===== src/hdl/gpp_consts.svh =====
// Register addresses, reset values and bit-address bases for the port block.
`ifndef GPP_CONSTS_SVH
`define GPP_CONSTS_SVH
`define GPP_ADDR_P0_DATA      8'h80
`define GPP_ADDR_P1_DATA      8'h90
`define GPP_ADDR_P0_DRIVE     8'hA4
`define GPP_ADDR_P1_DRIVE     8'hA5
`define GPP_ADDR_P0_SKIP      8'hD4
`define GPP_ADDR_P1_SKIP      8'hD5
`define GPP_ADDR_P0_INMODE    8'hF1
`define GPP_ADDR_P1_INMODE    8'hF2
`define GPP_LATCH_RESET       8'hFF
`define GPP_DRIVE_RESET       8'h00
`define GPP_SKIP_RESET        8'h00
`define GPP_INMODE_RESET      8'hFF
`define GPP_BIT_BASE_P0       5'h10
`define GPP_BIT_BASE_P1       5'h12
`endif


===== src/hdl/gpp_pkg.sv =====
// Types shared by the port block.
package gpp_pkg;
   typedef logic [7:0] gpp_byte_t;
   typedef enum logic [2:0] {
      GPP_REG_NONE   = 3'h0,
      GPP_REG_DATA   = 3'h1,
      GPP_REG_DRIVE  = 3'h2,
      GPP_REG_SKIP   = 3'h3,
      GPP_REG_INMODE = 3'h4
   } gpp_reg_e;
endpackage : gpp_pkg


===== src/hdl/gpp_sync.sv =====
// Two-stage synchroniser for a bus of pin inputs.
`timescale 1ns/1ns
module gpp_sync #(
   parameter int W = 8
) (
   input  wire logic         sys_clk,
   input  wire logic         reset_n,
   input  wire logic         clk_en,
   input  wire logic [W-1:0] async_in,
   output logic      [W-1:0] sync_out
);
   logic [W-1:0] meta_q;

   always_ff @(posedge sys_clk or negedge reset_n) begin
      if (!reset_n) begin
         meta_q   <= '0;
         sync_out <= '0;
      end else if (clk_en) begin
         meta_q   <= async_in;
         sync_out <= meta_q;
      end
   end
endmodule : gpp_sync


===== src/hdl/gpp_port.sv =====
// Two general-purpose 8-bit ports with latches, drive modes and skip bits.
// Contract
// RULE_01: Pins not claimed by the crossbar and not analog act as plain I/O.
// RULE_02: Port data sits at 0x80 and 0x90, by byte and by bit access.
// RULE_03: A port write stores into an output latch that holds until rewritten.
// RULE_04: An ordinary port read returns pin levels, even for routed pins.
// RULE_05: Read-modify-write accesses read the latch, not the pins.
// RULE_06: The core flags all such instructions, including single-bit moves.
// RULE_07: Crossbar-assigned pins carry the peripheral signal, not the latch.
// RULE_08: Latch 0 drives low; latch 1 drives high or floats if open-drain.
// RULE_09: A pin in analog input mode reads as 0.
// RULE_10: A digital input pin reads its sampled level directly.
// RULE_11: Drive-type bit 0 selects open-drain, 1 selects push-pull.
// RULE_12: The drive-type bit is ignored while the pin is in analog mode.
// RULE_13: A skip bit of 1 makes the crossbar pass over that pin.
// RULE_14: Pin inputs pass a two-stage synchroniser before being read.
`timescale 1ns/1ns
`include "gpp_consts.svh"
module gpp_port #(
   parameter int W = 8
) (
   input  wire logic         sys_clk,
   input  wire logic         reset_n,
   input  wire logic         clk_en,
   input  wire logic [7:0]   sfr_addr,
   input  wire logic         sfr_bit,
   input  wire logic [7:0]   sfr_wdata,
   input  wire logic         sfr_wr,
   input  wire logic         sfr_rd,
   input  wire logic         sfr_rmw,
   output logic      [7:0]   sfr_rdata,
   output logic              sfr_hit,
   input  wire logic [W-1:0] p0_pin_in,
   output logic      [W-1:0] p0_pin_out,
   output logic      [W-1:0] p0_pin_oe,
   input  wire logic [W-1:0] p1_pin_in,
   output logic      [W-1:0] p1_pin_out,
   output logic      [W-1:0] p1_pin_oe,
   input  wire logic [W-1:0] p0_xbar_sel,
   input  wire logic [W-1:0] p0_xbar_out,
   input  wire logic [W-1:0] p0_xbar_oe,
   input  wire logic [W-1:0] p1_xbar_sel,
   input  wire logic [W-1:0] p1_xbar_out,
   input  wire logic [W-1:0] p1_xbar_oe,
   output logic      [W-1:0] p0_skip,
   output logic      [W-1:0] p1_skip,
   output logic      [W-1:0] p0_analog,
   output logic      [W-1:0] p1_analog
);
   gpp_pkg::gpp_byte_t p0_latch_q, p1_latch_q;
   gpp_pkg::gpp_byte_t p0_drive_q, p1_drive_q;
   gpp_pkg::gpp_byte_t p0_skip_q, p1_skip_q;
   gpp_pkg::gpp_byte_t p0_inmode_q, p1_inmode_q;
   logic [W-1:0] p0_sync, p1_sync;
   gpp_pkg::gpp_reg_e   sel;
   logic                sel_p1;
   logic [2:0]          bit_idx;
   gpp_pkg::gpp_byte_t  rd_d;

   // Pins cross into the clock domain before anything reads them.
   gpp_sync #(.W(W)) u_sync0 ( // RULE_14
      .sys_clk  (sys_clk),
      .reset_n  (reset_n),
      .clk_en   (clk_en),
      .async_in (p0_pin_in),
      .sync_out (p0_sync)
   );
   gpp_sync #(.W(W)) u_sync1 (
      .sys_clk  (sys_clk),
      .reset_n  (reset_n),
      .clk_en   (clk_en),
      .async_in (p1_pin_in),
      .sync_out (p1_sync)
   );

   // Bit addresses 0x80..0x87 and 0x90..0x97 map to the two port bytes.
   function automatic logic [2:0] decode(input logic [7:0] a,
                                         input logic       bit_mode);
      logic [2:0] r;
      r = 3'h0;
      if (bit_mode) begin
         if (a[7:3] == `GPP_BIT_BASE_P0)
            r = 3'h1;
         else if (a[7:3] == `GPP_BIT_BASE_P1)
            r = 3'h2;
      end else begin
         unique case (a)
            `GPP_ADDR_P0_DATA:   r = 3'h1;
            `GPP_ADDR_P1_DATA:   r = 3'h2;
            `GPP_ADDR_P0_DRIVE:  r = 3'h3;
            `GPP_ADDR_P1_DRIVE:  r = 3'h4;
            `GPP_ADDR_P0_SKIP:   r = 3'h5;
            `GPP_ADDR_P1_SKIP:   r = 3'h6;
            `GPP_ADDR_P0_INMODE: r = 3'h7;
            default:             r = 3'h0;
         endcase
      end
      return r;
   endfunction : decode

   logic [2:0] code;
   logic       p1_inmode_hit;

   always_comb begin
      code          = decode(sfr_addr, sfr_bit); // RULE_02
      p1_inmode_hit = !sfr_bit && (sfr_addr == `GPP_ADDR_P1_INMODE);
      bit_idx       = sfr_addr[2:0];
      sel_p1        = 1'b0;
      sel           = gpp_pkg::GPP_REG_NONE;
      unique case (code)
         3'h1: sel = gpp_pkg::GPP_REG_DATA;
         3'h2: begin
            sel    = gpp_pkg::GPP_REG_DATA;
            sel_p1 = 1'b1;
         end
         3'h3: sel = gpp_pkg::GPP_REG_DRIVE;
         3'h4: begin
            sel    = gpp_pkg::GPP_REG_DRIVE;
            sel_p1 = 1'b1;
         end
         3'h5: sel = gpp_pkg::GPP_REG_SKIP;
         3'h6: begin
            sel    = gpp_pkg::GPP_REG_SKIP;
            sel_p1 = 1'b1;
         end
         3'h7: sel = gpp_pkg::GPP_REG_INMODE;
         default: begin
            if (p1_inmode_hit) begin
               sel    = gpp_pkg::GPP_REG_INMODE;
               sel_p1 = 1'b1;
            end
         end
      endcase
   end

   assign sfr_hit = (sel != gpp_pkg::GPP_REG_NONE);

   // Digital read value: analog pins read 0, others read the pin.
   gpp_pkg::gpp_byte_t p0_pinval, p1_pinval;
   assign p0_pinval = p0_sync & p0_inmode_q; // RULE_09 RULE_10 RULE_04
   assign p1_pinval = p1_sync & p1_inmode_q;

   always_comb begin
      rd_d = 8'h00;
      unique case (sel)
         gpp_pkg::GPP_REG_DATA: begin
            if (sfr_rmw) // RULE_05 RULE_06
               rd_d = sel_p1 ? p1_latch_q : p0_latch_q;
            else
               rd_d = sel_p1 ? p1_pinval : p0_pinval;
         end
         gpp_pkg::GPP_REG_DRIVE:  rd_d = sel_p1 ? p1_drive_q : p0_drive_q;
         gpp_pkg::GPP_REG_SKIP:   rd_d = sel_p1 ? p1_skip_q : p0_skip_q;
         gpp_pkg::GPP_REG_INMODE: rd_d = sel_p1 ? p1_inmode_q : p0_inmode_q;
         gpp_pkg::GPP_REG_NONE:   rd_d = 8'h00;
      endcase
      // Bit reads return the addressed bit in position 0.
      if (sfr_bit)
         rd_d = {7'h00, rd_d[bit_idx]};
   end

   always_ff @(posedge sys_clk or negedge reset_n) begin
      if (!reset_n)
         sfr_rdata <= 8'h00;
      else if (clk_en && sfr_rd)
         sfr_rdata <= rd_d;
   end

   // Returns a byte with one bit replaced, for bit-addressed writes.
   function automatic logic [7:0] merge(input logic [7:0] old,
                                        input logic [2:0] idx,
                                        input logic       v);
      logic [7:0] r;
      r      = old;
      r[idx] = v;
      return r;
   endfunction : merge

   logic wr_go;
   assign wr_go = clk_en && sfr_wr;

   always_ff @(posedge sys_clk or negedge reset_n) begin
      if (!reset_n) begin
         p0_latch_q <= `GPP_LATCH_RESET;
         p1_latch_q <= `GPP_LATCH_RESET;
      end else if (wr_go && sel == gpp_pkg::GPP_REG_DATA) begin // RULE_03
         if (!sel_p1)
            p0_latch_q <= sfr_bit ? merge(p0_latch_q, bit_idx, sfr_wdata[0])
                                  : sfr_wdata;
         else
            p1_latch_q <= sfr_bit ? merge(p1_latch_q, bit_idx, sfr_wdata[0])
                                  : sfr_wdata;
      end
   end

   always_ff @(posedge sys_clk or negedge reset_n) begin
      if (!reset_n) begin
         p0_drive_q <= `GPP_DRIVE_RESET;
         p1_drive_q <= `GPP_DRIVE_RESET;
      end else if (wr_go && sel == gpp_pkg::GPP_REG_DRIVE) begin
         if (sel_p1)
            p1_drive_q <= sfr_wdata;
         else
            p0_drive_q <= sfr_wdata;
      end
   end

   always_ff @(posedge sys_clk or negedge reset_n) begin
      if (!reset_n) begin
         p0_skip_q <= `GPP_SKIP_RESET;
         p1_skip_q <= `GPP_SKIP_RESET;
      end else if (wr_go && sel == gpp_pkg::GPP_REG_SKIP) begin
         if (sel_p1)
            p1_skip_q <= sfr_wdata;
         else
            p0_skip_q <= sfr_wdata;
      end
   end

   always_ff @(posedge sys_clk or negedge reset_n) begin
      if (!reset_n) begin
         p0_inmode_q <= `GPP_INMODE_RESET;
         p1_inmode_q <= `GPP_INMODE_RESET;
      end else if (wr_go && sel == gpp_pkg::GPP_REG_INMODE) begin
         if (sel_p1)
            p1_inmode_q <= sfr_wdata;
         else
            p0_inmode_q <= sfr_wdata;
      end
   end

   assign p0_skip   = p0_skip_q; // RULE_13
   assign p1_skip   = p1_skip_q;
   assign p0_analog = ~p0_inmode_q;
   assign p1_analog = ~p1_inmode_q;

   // Pin drivers; crossbar signals take over selected pins, analog floats.
   genvar g;
   generate
      for (g = 0; g < W; g++) begin : g_pin
         always_comb begin
            if (!p0_inmode_q[g]) begin // RULE_12
               p0_pin_out[g] = 1'b0;
               p0_pin_oe[g]  = 1'b0;
            end else if (p0_xbar_sel[g]) begin // RULE_07
               p0_pin_out[g] = p0_xbar_out[g];
               p0_pin_oe[g]  = p0_xbar_oe[g];
            end else begin // RULE_01 RULE_08 RULE_11
               p0_pin_out[g] = p0_latch_q[g];
               p0_pin_oe[g]  = !p0_latch_q[g] || p0_drive_q[g];
            end
            if (!p1_inmode_q[g]) begin
               p1_pin_out[g] = 1'b0;
               p1_pin_oe[g]  = 1'b0;
            end else if (p1_xbar_sel[g]) begin
               p1_pin_out[g] = p1_xbar_out[g];
               p1_pin_oe[g]  = p1_xbar_oe[g];
            end else begin
               p1_pin_out[g] = p1_latch_q[g];
               p1_pin_oe[g]  = !p1_latch_q[g] || p1_drive_q[g];
            end
         end
      end
   endgenerate

   property p_opendrain_float;
      @(posedge sys_clk) disable iff (!reset_n)
      (p0_inmode_q[0] && !p0_xbar_sel[0] && p0_latch_q[0]
       && !p0_drive_q[0]) |-> !p0_pin_oe[0];
   endproperty
   a_opendrain_float: assert property (p_opendrain_float) // RULE_08
      else $error("open-drain high pin is driven");

   property p_write_latch;
      @(posedge sys_clk) disable iff (!reset_n)
      (clk_en && sfr_wr && !sfr_bit && sfr_addr == `GPP_ADDR_P0_DATA)
      |=> p0_latch_q == $past(sfr_wdata);
   endproperty
   a_write_latch: assert property (p_write_latch) // RULE_03
      else $error("port write not latched");

   property p_rmw_reads_latch;
      @(posedge sys_clk) disable iff (!reset_n)
      (clk_en && sfr_rd && sfr_rmw && !sfr_bit
       && sfr_addr == `GPP_ADDR_P1_DATA) |=> sfr_rdata == $past(p1_latch_q);
   endproperty
   a_rmw_reads_latch: assert property (p_rmw_reads_latch) // RULE_05
      else $error("rmw read did not return latch");

   property p_analog_zero;
      @(posedge sys_clk) disable iff (!reset_n)
      (clk_en && sfr_rd && !sfr_rmw && sfr_bit && sfr_addr[7:3]
       == `GPP_BIT_BASE_P0 && !p0_inmode_q[sfr_addr[2:0]])
      |=> sfr_rdata == 8'h00;
   endproperty
   a_analog_zero: assert property (p_analog_zero) // RULE_09
      else $error("analog pin read nonzero");

   property p_pin_read;
      @(posedge sys_clk) disable iff (!reset_n)
      (clk_en && sfr_rd && !sfr_rmw && !sfr_bit
       && sfr_addr == `GPP_ADDR_P0_DATA)
      |=> sfr_rdata == ($past(p0_sync) & $past(p0_inmode_q));
   endproperty
   a_pin_read: assert property (p_pin_read) // RULE_04
      else $error("pin read mismatch");

   property p_xbar_route;
      @(posedge sys_clk) disable iff (!reset_n)
      (p1_inmode_q[1] && p1_xbar_sel[1])
      |-> (p1_pin_out[1] == p1_xbar_out[1] && p1_pin_oe[1] == p1_xbar_oe[1]);
   endproperty
   a_xbar_route: assert property (p_xbar_route) // RULE_07
      else $error("crossbar pin not routed");

   property p_pushpull;
      @(posedge sys_clk) disable iff (!reset_n)
      (p0_inmode_q[2] && !p0_xbar_sel[2] && p0_drive_q[2])
      |-> (p0_pin_oe[2] && p0_pin_out[2] == p0_latch_q[2]);
   endproperty
   a_pushpull: assert property (p_pushpull) // RULE_11
      else $error("push-pull pin not driven");

   property p_analog_float;
      @(posedge sys_clk) disable iff (!reset_n)
      !p1_inmode_q[3] |-> !p1_pin_oe[3];
   endproperty
   a_analog_float: assert property (p_analog_float) // RULE_12
      else $error("analog pin driven");

   property p_bit_write;
      @(posedge sys_clk) disable iff (!reset_n)
      (clk_en && sfr_wr && sfr_bit && sfr_addr == 8'h91)
      |=> (p1_latch_q[1] == $past(sfr_wdata[0])
           && p1_latch_q[0] == $past(p1_latch_q[0])
           && p1_latch_q[7:2] == $past(p1_latch_q[7:2]));
   endproperty
   a_bit_write: assert property (p_bit_write) // RULE_02
      else $error("bit write wrong");

   property p_skip_out;
      @(posedge sys_clk) disable iff (!reset_n)
      (clk_en && sfr_wr && !sfr_bit && sfr_addr == `GPP_ADDR_P0_SKIP)
      |=> p0_skip == $past(sfr_wdata);
   endproperty
   a_skip_out: assert property (p_skip_out) // RULE_13
      else $error("skip bits not applied");
endmodule : gpp_port


===== config.mk =====
export PLATFORM = sky130hd
export DESIGN_NAME = gpp_port
export DESIGN_NICKNAME = d
export VERILOG_FILES = /design/src/hdl/gpp_pkg.sv /design/src/hdl/gpp_sync.sv /design/src/hdl/gpp_port.sv
export VERILOG_INCLUDE_DIRS = /design/src /design/src/hdl
export SDC_FILE = /design/constraint.sdc
export NUM_CORES = 1
export LEC_CHECK = 0
export ABC_AREA = 0
export BUFFER_PORTS_ARGS = -buffer_cell sky130_fd_sc_hd__clkbuf_2
export CORE_ASPECT_RATIO = 2
export CORE_MARGIN = 4
export CORE_UTILIZATION = 24
export DETAILED_ROUTE_END_ITERATION = 10
export GPL_ROUTABILITY_DRIVEN = 0
export PLACE_DENSITY = 0.55
export SYNTH_ARGS = -nofsm -noshare
export SYNTH_HDL_FRONTEND = slang
export SYNTH_SLANG_ARGS = --single-unit

===== constraint.sdc =====
create_clock -name sys_clk -period 6.6 [get_ports sys_clk]
set_clock_uncertainty 0.05 [all_clocks]
set_input_delay 1.32 -clock sys_clk [delete_from_list [all_inputs] [get_ports sys_clk]]
set_output_delay 1.32 -clock sys_clk [all_outputs]
set_load 0.05 [all_outputs]

==> summary.md <==
| Metric | Value |
|---|---|
| Most common cell in the netlist | `dfrtp_1` |
| Syn_area_per_cell | `around 10 µm²` |
| Top FF cell, synth | `dfrtp_1` |
| CTS tree | `done` |
| Post-synth top area cell | `dfrtp_1` |
| Total track usage | `between 10 and 15%` |
| Layout cell share with drive strength beyond 1 | `about two fifths` |
| Seq/Total Area, Yosys | `~44%` |
| Synth Register Bits | `~100` |
| Initial core utilization | `between 20% and 30%` |
| Hpwl dp | `16800 µm` |
| Overflow after GRT | `0` |
| Synthesis Warnings | `0` |
| Row cnt | `between 80 and 90` |
| Via count | `just over 5000` |
| IO Pins | `160` |
| Final slew viol count | `0` |
| Worst setup SP type | `input port` |
| Mapped Nets | `between 600 and 700` |
| Count of cell types in the netlist | `70` |
| Cells after Synth | `slightly below 600` |
| Vias per cell | `4.74` |
| Total negative slack | `0 ps` |
| Residual DRC | `0` |
| LEAKAGE | `between 3 and 4 nW` |
| Fin. Hold Viols | `0` |
| DR pass1 iterations | `5` |
| Tmin final | `between 5000 and 6000 ps` |
| CTS Root Cell | `clkbuf_16` |
| Place WS | `843 ps` |
| Power Density | `between 150 and 200 nW/µm²` |
| RSZ-0062 raised after global routing | `false` |
| Synth top area share | `slightly below 30%` |
| Setup CP Type | `input port to primary output` |
| Post-CTS setup buffers | `0` |
| Number of hold buffers added after CTS | `0` |
| Initial antenna violation count | `0` |
| Final worst-path cycle share | `82.6%` |
| Hold WS | `~440 ps` |
| Final Power | `~0.0015 W` |
| Number of inserted diodes | `0` |
| H-tree levels | `3` |
| Die W | `120 µm` |
| Placed cell areas | `~7000 µm²` |
| Syn Std Cell Area | `6070 µm²` |
| Relative slew slack | `a little under two fifths` |
| Synthesis-to-layout area growth | `23.5%` |
| Worst-path clk slew | `about 70 ps` |
| Core area | `about 25000 µm²` |
| Iter 0 DRT Violations | `slightly below 300` |
| Critical Path RT | `between 5000 and 6000 ps` |
| DR WL/cell | `19.1 µm` |
| EDFF count, synth | `0` |
| Fmax | `about 0.18 GHz` |
| NumNets Final | `~840` |
| Clk sinks | `104` |
| Clock buffer depth | `2` |
| Final setup vio count | `0` |
| Post-CTS sizing | `0` |
| Pin count of the biggest net entering global routing | `67` |
| Vias in the first global route | `approximately 5200` |
| Ys async rst share | `100%` |
| Die H | `about 230 µm` |
| PortBufs | `approximately 160` |
| Total CTS buffers | `9` |
| Final ANT Viol Nets | `0` |
| Die area | `between 20000 and 30000 µm²` |
| Fill count | `approximately 2700` |
| Critical Path AT | `4080 ps` |
| Worst Max-Slew Pin Slew | `about 940 ps` |
| Final WL | `~21000 µm` |
| Setup crit end kind | `primary output` |
| Worst IR Drop VDD | `between 0.1 and 0.15 mV` |
| Dominant cells by area after synthesis | `dfrtp_1 30%, dfstp_2 14%, mux2_2 12%` |
| First-pass GRT wire length | `just over 30000 µm` |
| Max FO, Critical Path | `22` |
| Clk Latency, worst-skew pair | `between 300 and 400 ps` |
| Post-route setup slack | `1150 ps` |
| Finished Cell Area | `around 7500 µm²` |
| Max Cap Viol | `0` |
| Top cells by count, synth | `72 x dfrtp_1, 64 x mux2_2, 62 x nand2_1, 54 x a21oi_1, 45 x nor2_1` |
| Hold WC Path Type | `flip-flop to flip-flop` |
| Outcome | `complete, no violations` |
==> worst paths after layout <==
path                                      end  slack [ps]  depth (start not counted)                 from
worst max register to register   sfr_rdata[0]        4640                          6  u_sync0.sync_out[4]
max in group asynchronous          p1_skip[7]        4340                          2              reset_n
worst min register to register   sfr_rdata[6]         440                          1         sfr_rdata[6]
min in group asynchronous       p0_drive_q[1]         880                          1              reset_n
worst max-delay path                  sfr_hit        1150                         10          sfr_addr[1]
worst min-delay path             sfr_rdata[6]         440                          1         sfr_rdata[6]
==> per-stage QoR <==
stage          utilization (%)  instances
6_report                  29.9       1086
5_1_grt                   29.9       1086
4_1_cts                   29.9       1086
3_5_place_dp              28.8       1070
3_3_place_gp              28.8       1070
2_1_floorplan                -        595
==> per-layer routing <==
layer | routed length, µm | GRT usage (%) | vias up
li1 | - | - | 2437
met1 | 7240 | 15.2 | 2541
met2 | 11800 | 28.0 | 134
met3 | 754 | 2.04 | 40
met4 | 969 | 7.77 | 0
met5 | 0 | 0 | -
==> power breakdown <==
group	internal, W	switching (W)
Combinational	0.0000878	0.000129
Clock	0.000296	0.000243
Sequential	0.000677	0.0000258
==> kinds of logic after synthesis <==
group	count (synthesis)	share of synthesized area, %
AO/OA/AOI/OAI	138	14.3
adder cells (fa/ha/maj)	4	0.825
buffers and inverters	67	4.80
flip-flops	104	43.5
multiplexers	105	21.6
AND/OR/NAND/NOR	177	14.9
==> layout by cell type, fill, tap and decap left out, drive strengths merged, types with 27 or more instances in the layout <==
cell type,n
dfrtp,72
nor2,46
nand2,62
mux2,65
dfstp,32
inv,41
clkbuf,170
a21oi,56
o21ai,37
mux2i,27
==> critical path, stage by stage <==
cell	delay [ps]
clkbuf_2	160
and2b_1	290
nor2b_1	360
nand2_1	100
o21ai_0	80
a32oi_1	120
o32a_1	390
ha_1	840
nand4b_1	160
clkbuf_2	270
==> final cells by class <==
| type | instances | area (µm²) | area share, % |
|---|---|---|---|
| Inverter | 40 | 150 | 2.00 |
| Tap cell | 336 | 420 | 5.61 |
| Sequential cell | 104 | 2640 | 35.3 |
| Clock inverter | 4 | 53.8 | 0.718 |
| Timing Repair Buffer | 166 | 851 | 11.4 |
| Clock buffer | 12 | 236 | 3.16 |
| Multi-Input combinational cell | 424 | 3140 | 41.9 |
==> sequential cells by signal, summed over array words and instances (netlist names) <==
| register | flops |
|---|---|
| p0_drive_q | 8 |
| p0_inmode_q | 8 |
| p0_latch_q | 8 |
| p0_skip | 8 |
| p1_drive_q | 8 |
| p1_inmode_q | 8 |
| p1_latch_q | 8 |
| p1_skip | 8 |
| sfr_rdata | 8 |
| u_sync0.meta_q | 8 |
| u_sync0.sync_out | 8 |
| u_sync1.meta_q | 8 |
| u_sync1.sync_out | 8 |
No activity file was read; power rests on OpenSTA's default activity.
